--- config.mk ---
export PLATFORM = sky130hd
export DESIGN_NAME = tpcd_decoder
export DESIGN_NICKNAME = d
export VERILOG_FILES = /design/src/tpcd_pkg.sv /design/src/tpcd_debounce.sv /design/src/tpcd_decoder.sv
export VERILOG_INCLUDE_DIRS = /design/src /design/src/src
export SDC_FILE = /design/constraint.sdc
export NUM_CORES = 1
export LEC_CHECK = 0
export BUFFER_PORTS_ARGS = -buffer_cell sky130_fd_sc_hd__buf_2
export CORE_UTILIZATION = 45
export CTS_BUF_LIST = sky130_fd_sc_hd__clkbuf_16
export CTS_CLUSTER_DIAMETER = 60
export DETAILED_ROUTE_END_ITERATION = 16
export GPL_TIMING_DRIVEN = 0
export RECOVER_POWER = 25
export SYNTH_ARGS = -nofsm -noshare
export SYNTH_HDL_FRONTEND = slang
export SYNTH_SLANG_ARGS = --single-unit
--- constraint.sdc ---
create_clock -name clk -period 4.2 [get_ports clk]
set_input_delay 0.21 -clock clk [delete_from_list [all_inputs] [get_ports clk]]
set_output_delay 0.21 -clock clk [all_outputs]
set_load 0.005 [all_outputs]
--- src/tpcd_cfg.svh ---
// Contract
// [RULE1] jumper removed selects level control; jumper fitted selects edge control.
// [RULE2] in edge mode only a falling input is a command, decoded with other levels.
// [RULE3] stop falling with both unlock inputs high locks both directions.
// [RULE4] unlock a falling alone opens a once; closes on 5 s, passage or lock.
// [RULE5] unlock b falling alone opens b once; closes on 5 s, passage or lock.
// [RULE6] an unlock falling while the other unlock is low opens both once.
// [RULE7] unlock a falling with stop low, or stop falling with a low, frees a.
// [RULE8] unlock b falling with stop low, or stop falling with b low, frees b.
// [RULE9] any falling input while the other two are low frees both directions.
// [RULE10] the panel holds an input low while its button is pressed.
// [RULE11] level mode closes both when both unlocks are high or stop is low.
// [RULE12] level mode opens a while unlock a is low and others are high.
// [RULE13] level mode opens b while unlock b is low and others are high.
// [RULE14] level mode opens both while both unlocks are low and stop is high.
// [RULE15] the controller shows low by closed relay, high by open relay.
// [RULE16] control inputs are synchronised and debounced before edge detection.
// [RULE17] a passage-done pulse per direction ends a single-passage state.
`ifndef TPCD_CFG_SVH
`define TPCD_CFG_SVH

`define TPCD_CLK_HZ          125000000
`define TPCD_SINGLE_S        5
`define TPCD_SINGLE_CYCLES   (`TPCD_SINGLE_S * `TPCD_CLK_HZ)
`define TPCD_DEBOUNCE_US     10000
`define TPCD_DEBOUNCE_CYCLES (`TPCD_DEBOUNCE_US * (`TPCD_CLK_HZ / 1000000))
`define TPCD_INPUTS_IDLE     3'h7
`define TPCD_DIR_A           0
`define TPCD_DIR_B           1

`endif

--- src/tpcd_pkg.sv ---
package tpcd_pkg;

	// active-low control contacts, released level is high
	typedef struct packed {
		logic unlock_a_n;
		logic stop_n;
		logic unlock_b_n;
	} tpcd_ctrl_t;

	// one bit per passage direction
	typedef struct packed {
		logic dir_b;
		logic dir_a;
	} tpcd_pass_t;

	typedef enum logic [1:0] {
		TPCD_LOCKED,
		TPCD_SINGLE,
		TPCD_FREE
	} tpcd_dir_state_t;

endpackage : tpcd_pkg

--- src/tpcd_debounce.sv ---
`timescale 1ns/1ps
`default_nettype none
`include "tpcd_cfg.svh"
module tpcd_debounce
	import tpcd_pkg::*;
#(
	parameter int unsigned CYCLES = `TPCD_DEBOUNCE_CYCLES
) (
	input  wire logic       clk,
	input  wire logic       reset_n,
	input  wire tpcd_ctrl_t raw,
	output var  tpcd_ctrl_t clean
);

	localparam logic [31:0] LAST = 32'(CYCLES - 1);

	logic [2:0]  raw_v;
	logic [2:0]  sync1_q;
	logic [2:0]  sync2_q;
	logic [2:0]  stable_q;
	logic [31:0] cnt_q [3];

	assign raw_v = raw;
	assign clean = stable_q;

	////////////////////////////////////////////////////////////////////////////
	// per contact: two-stage synchroniser, then a stability counter
	for (genvar i = 0; i < 3; i++) begin : g_bit
		logic        diff;
		logic        hit;
		assign diff = sync2_q[i] ^ stable_q[i];
		assign hit  = diff && (cnt_q[i] == LAST);

		always_ff @(posedge clk) begin
			if (!reset_n) begin
				sync1_q[i]  <= 1'b1;
				sync2_q[i]  <= 1'b1;
				stable_q[i] <= 1'b1;
				cnt_q[i]    <= 32'h0;
			end else begin
				sync1_q[i]  <= raw_v[i];
				sync2_q[i]  <= sync1_q[i]; // RULE16
				stable_q[i] <= hit ? sync2_q[i] : stable_q[i];
				cnt_q[i]    <= (diff && !hit) ? cnt_q[i] + 32'h1 : 32'h0; // RULE16
			end
		end

	end
endmodule : tpcd_debounce
`default_nettype wire

--- src/tpcd_decoder.sv ---
`timescale 1ns/1ps
`default_nettype none
`include "tpcd_cfg.svh"
module tpcd_decoder
	import tpcd_pkg::*;
#(
	parameter int unsigned SINGLE_CYCLES   = `TPCD_SINGLE_CYCLES,
	parameter int unsigned DEBOUNCE_CYCLES = `TPCD_DEBOUNCE_CYCLES
) (
	input  wire logic       clk,
	input  wire logic       reset_n,
	input  wire tpcd_ctrl_t control_input_terminal,
	input  wire logic       mode_jumper,
	input  wire tpcd_pass_t passage_done,
	output var  tpcd_pass_t passage_open_q,
	output var  tpcd_pass_t passage_free_q
);

	localparam logic [31:0] SINGLE_LAST = 32'(SINGLE_CYCLES - 1);

	tpcd_ctrl_t      dbc;
	logic [2:0]      dbc_v;
	logic [2:0]      prev_q;
	logic [2:0]      fall;
	logic            la;
	logic            ls;
	logic            lb;
	logic            f_a;
	logic            f_s;
	logic            f_b;
	logic            sel_a;
	logic            sel_s;
	logic            sel_b;
	logic            pulse_mode;
	logic            cmd_lock;
	logic [1:0]      cmd_single;
	logic [1:0]      cmd_free;
	logic [1:0]      done_v;
	logic            both_closed;
	logic [1:0]      pot_open;
	logic [1:0]      open_d;
	logic [1:0]      free_d;
	tpcd_dir_state_t st_q   [2];
	tpcd_dir_state_t st_d   [2];
	logic [31:0]     tmr_q  [2];
	logic [31:0]     tmr_d  [2];

	////////////////////////////////////////////////////////////////////////////
	// input conditioning; panel and controller hold a contact low while active
	tpcd_debounce #(
		.CYCLES (DEBOUNCE_CYCLES)
	) u_debounce (
		.clk     (clk),
		.reset_n (reset_n),
		.raw     (control_input_terminal),
		.clean   (dbc)
	);

	// edge detector runs on the debounced levels only
	always_ff @(posedge clk) begin
		if (!reset_n) begin
			prev_q <= `TPCD_INPUTS_IDLE;
		end else begin
			prev_q <= dbc_v;
		end
	end

	assign dbc_v = dbc;
	assign fall  = prev_q & ~dbc_v; // RULE2
	assign f_a   = fall[2];
	assign f_s   = fall[1];
	assign f_b   = fall[0];
	assign la    = dbc.unlock_a_n;
	assign ls    = dbc.stop_n;
	assign lb    = dbc.unlock_b_n;

	////////////////////////////////////////////////////////////////////////////
	// edge-mode command decode; coincident edges resolve stop, then a, then b
	assign pulse_mode = mode_jumper; // RULE1
	assign sel_s      = f_s;
	assign sel_a      = f_a && !f_s;
	assign sel_b      = f_b && !f_s && !f_a;

	assign cmd_lock      = pulse_mode && sel_s && la && lb; // RULE3
	assign cmd_single[0] = pulse_mode && ls && (sel_a || (sel_b && !la)); // RULE4 RULE6
	assign cmd_single[1] = pulse_mode && ls && (sel_b || (sel_a && !lb)); // RULE5 RULE6
	assign cmd_free[0]   = pulse_mode && ((sel_s && !la) || (sel_a && !ls) || (sel_b && !ls && !la)); // RULE7 RULE9
	assign cmd_free[1]   = pulse_mode && ((sel_s && !lb) || (sel_b && !ls) || (sel_a && !ls && !lb)); // RULE8 RULE9
	assign done_v        = passage_done; // RULE17

	// level-mode decode, both-closed overrides any open request
	assign both_closed = (la && lb) || !ls; // RULE11
	assign pot_open[0] = !both_closed && !la; // RULE12 RULE14
	assign pot_open[1] = !both_closed && !lb; // RULE13 RULE14

	////////////////////////////////////////////////////////////////////////////
	// per-direction passage state with single-passage timer
	for (genvar d = 0; d < 2; d++) begin : g_dir
		logic timed_out;
		assign timed_out = tmr_q[d] == SINGLE_LAST;

		// lock beats free, free beats single; a new command beats passage or timeout
		always_comb begin
			st_d[d]  = st_q[d];
			tmr_d[d] = tmr_q[d];
			if (!pulse_mode) begin
				st_d[d]  = TPCD_LOCKED;
				tmr_d[d] = 32'h0;
			end else if (cmd_lock) begin
				st_d[d]  = TPCD_LOCKED; // RULE3
				tmr_d[d] = 32'h0;
			end else if (cmd_free[d]) begin
				st_d[d]  = TPCD_FREE; // RULE7 RULE8 RULE9
				tmr_d[d] = 32'h0;
			end else if (cmd_single[d] && st_q[d] != TPCD_FREE) begin
				st_d[d]  = TPCD_SINGLE; // RULE4 RULE5 RULE6
				tmr_d[d] = 32'h0;
			end else begin
				case (st_q[d])
					TPCD_SINGLE: begin
						if (done_v[d] || timed_out) begin
							st_d[d]  = TPCD_LOCKED; // RULE4 RULE5 RULE17
							tmr_d[d] = 32'h0;
						end else begin
							tmr_d[d] = tmr_q[d] + 32'h1;
						end
					end
					TPCD_LOCKED,
					TPCD_FREE: begin
						tmr_d[d] = 32'h0;
					end
					default: begin
						st_d[d]  = TPCD_LOCKED;
						tmr_d[d] = 32'h0;
					end
				endcase
			end
		end

		always_ff @(posedge clk) begin
			if (!reset_n) begin
				st_q[d]  <= TPCD_LOCKED;
				tmr_q[d] <= 32'h0;
			end else begin
				st_q[d]  <= st_d[d];
				tmr_q[d] <= tmr_d[d];
			end
		end

		assign open_d[d] = pulse_mode ? (st_d[d] != TPCD_LOCKED) : pot_open[d]; // RULE1
		assign free_d[d] = pulse_mode && (st_d[d] == TPCD_FREE);
	end

	// registered release outputs toward the arm drive
	always_ff @(posedge clk) begin
		if (!reset_n) begin
			passage_open_q <= '0;
			passage_free_q <= '0;
		end else begin
			passage_open_q <= open_d;
			passage_free_q <= free_d;
		end
	end
endmodule : tpcd_decoder
`default_nettype wire

Word-level counts from Yosys, hierarchy flattened
Memory sizes are Yosys's and may differ from the RTL's.
Cells that the tools add are included.
{"block": "totals", "regBits": 16, "ramBits": 164, "in_bits": 8, "n_memories": 3}
{"memory": "u_debounce.cnt_q", "depth": 3, "word_bits": 32, "rd": 3, "rd_ports_with_merged_regs": 0, "write_ports": 3, "line": "tpcd_debounce.sv:21", "text": "logic [31:0] cnt_q [3];"}
{"memory": "tmr_q", "depth": 2, "word_bits": 32, "rd": 2, "rd_ports_with_merged_regs": 0, "write_ports": 2, "line": "tpcd_decoder.sv:45", "text": "logic [31:0] tmr_q [2];"}
{"memory": "st_q", "depth": 2, "word_bits": 2, "rd": 2, "rd_ports_with_merged_regs": 0, "write_ports": 2, "line": "tpcd_decoder.sv:43", "text": "tpcd_dir_state_t st_q [2];"}
{"block": "classes", "add_sub_neg": 5, "eq_ne": 13, "n_mux": 38, "n_bitwise": 12, "reduce_logical": 56}
{"cell": "$mux W32", "count": 20}
{"cell": "$add A32 B1 Y32 const B", "count": 5}
{"cell": "$eq A32 B21 Y1 const B", "count": 3}
{"cell": "$eq A32 B30 Y1 const B", "count": 2}
{"cell": "$logic_and A1 B1 Y1", "count": 32}
{"cell": "$mux W2", "count": 12}
{"cell": "$logic_not A1 Y1", "count": 9}
{"cell": "$logic_or A1 B1 Y1", "count": 9}
{"cell": "$eq A2 B2 Y1 const B", "count": 4}
{"cell": "$pmux W2 S2", "count": 2}
{"cell": "$or A1 B1 Y1", "count": 7}
{"cell": "$eq A2 B1 Y1 const B", "count": 2}
{"cell": "$logic_not A2 Y1", "count": 2}
{"cell": "$mux W1", "count": 4}
{"cell": "$ne A2 B2 Y1 const B", "count": 2}
{"cell": "$reduce_bool A2 Y1", "count": 2}
{"cell": "$reduce_or A2 Y1", "count": 2}
{"cell": "$and A3 B3 Y3", "count": 1}
{"cell": "$not A3 Y3", "count": 1}
{"cell": "$xor A1 B1 Y1", "count": 3}

Longest topological paths before layout
{"block": "logic_depth", "depth_word": 15, "mapped_depth": 8}

Hierarchy
Synthesis repeated with hierarchy kept, for this count alone.
{"block": "hier_totals", "hier_cells": 959, "hier_area_um2": 8356.8}
{"module": "tpcd_debounce", "instances": 1, "cells_per_inst": 570, "area_each_um2": 4943.5, "seq_area_each_um2": 2102.0}
{"module": "tpcd_decoder", "instances": 1, "cells_per_inst": 389, "area_each_um2": 3413.3, "seq_area_each_um2": 1501.4}

Least setup slack after synthesis
No wires, ideal clock.
{"block": "synth_path", "path_kind": "reg-to-reg", "startpoint": "memory tmr_q[0][0]", "endpoint": "memory tmr_q[0][19]", "setup_ps": 62, "arrival_ps": 1735, "required_ps": 4138, "setup_slack_ps": 2403, "path_stages_with_launch": 9, "n_path_buf": 2, "cell_sequence": "dfxtp_1 > ha_1 > and3_1 > nand3_1 > nor4_1 > or4_1 > buf_6 > buf_12 > nor2_2"}
{"element": "start, declared", "line": "tpcd_decoder.sv:45"}

==> results.toml <==
[timing]
setup_ws_ns = 1.64
finalHoldViolations = 0
drv_slew = 0
finalSetupTns_ns = 0
max_slew_margin = 0.314
period_share = 0.609
whs_ns = 0.125
fin_skew_ns = 0.00743
min_period_ns = 2.56
max_freq_ghz = 0.391
rsz0062_at_grt = "false"
setup_violations = 0
worstMarginPinSlew_ns = 1.02

[clocking]
cts.clk_slew.worst_paths_ns = 0.06
cts_resized = 0
clkLatencyLatePin_ns = 0.42
numCtsBuffers = 17
h-tree-depth = 4
cts.sinks = 180
postCtsSetupRepairBufs = 0
cts-root-buf = "clkbuf_16"
clockBufferDepth = 2
cts_tree = "done"

[floorplanning]
ios = 12
rows = 48
die_area_sq_um = 18400
core_sq_um = 17400
die_y_microns = 136
initial_core_util = 0.463
die_w_microns = 136

[placement]
dp_hpwl_microns = 10400
dpl_worst_slack_ns = 2.01
placed_cells = 1145
port_buffers = 11
gp_congestion = 0.799

[power_and_ir_drop]
power.density_nw_per_um2 = 348
p_leak_nw = 2.72
irDropWorstVdd_uv = 282
power_mw = 3.09

[logic_synthesis]
synth-edff-count = 0
post_synth.cell_area_avg_sq_um = 8.87
yosysUniqueCellTypes = 48
synthesis.area_sq_um = 8060
syn_nets = 922
yosys_register_bits = 180
synth_warnings = 0
ys.flop_type = "dfxtp_1"
yosysSeqAreaShare = 0.447
synthArstFlopShare = 0
syn_inst = 909

[critical_path]
cp-end-kind = "flip-flop"
arrival_ns = 2.91
startpoint_type = "flip-flop"
r2r_cells = 7
cp_max_fo = 10
cp.required_ns = 4.56
regToRegSetupSlack_ns = 1.64
crit_type = "flip-flop to flip-flop"

[global_routing]
antenna_found_initial = 0
track_usage = 0.180
grt_max_degree = 17
grt_pass1_vias = 5628
grt_pass1_wl_microns = 26600
overflow = 0

[drt]
routed_wl_microns = 15300
avgRoutedWirePerCell_microns = 12.9
drtPass1Iterations = 5
final_antenna_net_count = 0
vias = 6120
drt-initial-drc-count = 273
via_per_inst = 5.19
drc_errors = 0

[outcome]
status = "completed"

[hold_path]
hold_class = "input pin to flip-flop"
holdPathStages = 3

[finish]
syn_to_final_growth_pct = 9.95
layout-drive-gt1-share = 0.0598
finalNetCount = 955
final_cells = 1179

[job]
cap_violations = 0
[state kept, by name, indices dropped and copies added (netlist names), 3 cells and up]
signal              cells
prev_q                  3
st_q                    4
tmr_q                  64
u_debounce.clean        3
u_debounce.cnt_q       96
u_debounce.sync1_q      3
u_debounce.sync2_q      3
[worst paths after layout]
kind	start	end
worst max register to register	u_debounce.clean[0]	tmr_q[0][24]
worst min-delay path	mode_jumper	st_q[1][0]
worst min register to register	u_debounce.sync1_q[1]	u_debounce.sync2_q[1]
worst max-delay path	u_debounce.clean[0]	tmr_q[0][24]
[where the power goes]
group          total (mW)  switching, mW  internal, mW
Combinational      0.0255         0.0160       0.00955
Sequential           1.71        0.00159          1.71
Clock                1.35          0.625         0.726
Total                3.09          0.642          2.45
[layout make-up]
| cell class | count | area (sq um) |
|---|---|---|
| timing repair buffer | 14 | 80.1 |
| sequential | 180 | 3600 |
| clock inverter | 13 | 57.6 |
| buffer | 34 | 170 |
| clock buffer | 17 | 425 |
| tap | 225 | 282 |
| inverter | 14 | 52.6 |
| antenna | 1 | 2.50 |
| fill | 1707 | 8560 |
| multi-input combinational | 681 | 4190 |
[layer usage]
layer	track usage	part of all wire	vias up
met1	0.247	0.51	2840
met5	0	0	-
li1	-	-	3195
met3	0.0477	0.033	11
met4	0.0605	0.011	0
met2	0.272	0.45	74
[cells in the final DEF, fill, tap and decap left out, drive strengths merged, types with 5 or more instances in the layout]
cell | Yosys | routed
or3 | 9 | 9
nand2 | 54 | 54
clkbuf | 16 | 42
clkinv | 0 | 6
and2 | 8 | 8
nor3 | 25 | 25
a21oi | 9 | 9
or4 | 5 | 5
nor4 | 18 | 18
ha | 5 | 5
nand2b | 11 | 11
inv | 14 | 19
nor2 | 182 | 182
and3 | 21 | 21
dfxtp | 180 | 180
o21ai | 5 | 5
and4 | 16 | 16
buf | 18 | 20
nand4b | 5 | 5
nor4b | 19 | 19
nand3 | 62 | 62
xor2 | 89 | 89
nand4 | 52 | 52
xnor2 | 60 | 60
[logic make-up (layout without fill, tap and decap cells)]
family | Yosys count | in the layout | synth area share
flops | 180 | 180 | 0.447
other cells | 0 | 1 | 0
simple gates | 503 | 503 | 0.332
fa+ha+maj | 5 | 5 | 0.00776
compound gates | 21 | 21 | 0.0183
xor+xnor | 149 | 149 | 0.162
buf+inv | 48 | 92 | 0.0292
mux | 3 | 3 | 0.00373
[metrics by stage]
step,utilization,cell area (sq um)
after detailed placement,0.482,8400
after CTS,0.511,8910
after global placement,0.482,8400
final,0.509,8860
after global routing,0.509,8860
after floorplan,-,8060
[cell usage after synthesis (4+ instances only)]
library cell / n / area share
and4_1: 16 / 0.017
nand2_1: 54 / 0.025
nand3b_1: 4 / 0.0037
nor4b_1: 18 / 0.020
buf_2: 13 / 0.0081
nor2_1: 169 / 0.079
nor2_4: 4 / 0.0056
nor2_2: 9 / 0.0070
and3_1: 21 / 0.016
xnor2_1: 60 / 0.065
clkbuf_1: 16 / 0.0075
nor4bb_1: 4 / 0.0050
nor4_1: 17 / 0.013
nand3_1: 61 / 0.038
xor2_1: 89 / 0.097
o21ai_0: 5 / 0.0031
ha_1: 5 / 0.0078
nand4_1: 51 / 0.040
or4_1: 4 / 0.0037
nand2b_1: 10 / 0.0078
nand4b_1: 5 / 0.0054
and2_1: 8 / 0.0062
or3_1: 9 / 0.0070
a21oi_1: 9 / 0.0056
dfxtp_1: 180 / 0.45
inv_1: 14 / 0.0065
nor3_1: 24 / 0.015
[worst max-delay path, stage by stage, from the launching register on]
cell and delay, ns:
dfxtp_1 0.44, nor2b_1 0.09, o311ai_0 0.84, nand2b_4 0.06
or4_1 0.52, clkbuf_1 0.23, buf_6 0.21, nor2_1 0.10
[timing repair]
| action | 4_1_cts | 5_1_grt |
|---|---|---|
| endpoints found under the setup margin | 0 | 0 |
| hold buffers | 3 | 0 |
| hold endpoints to repair | 3 | 0 |
No activity file was read; power rests on OpenSTA's default activity.
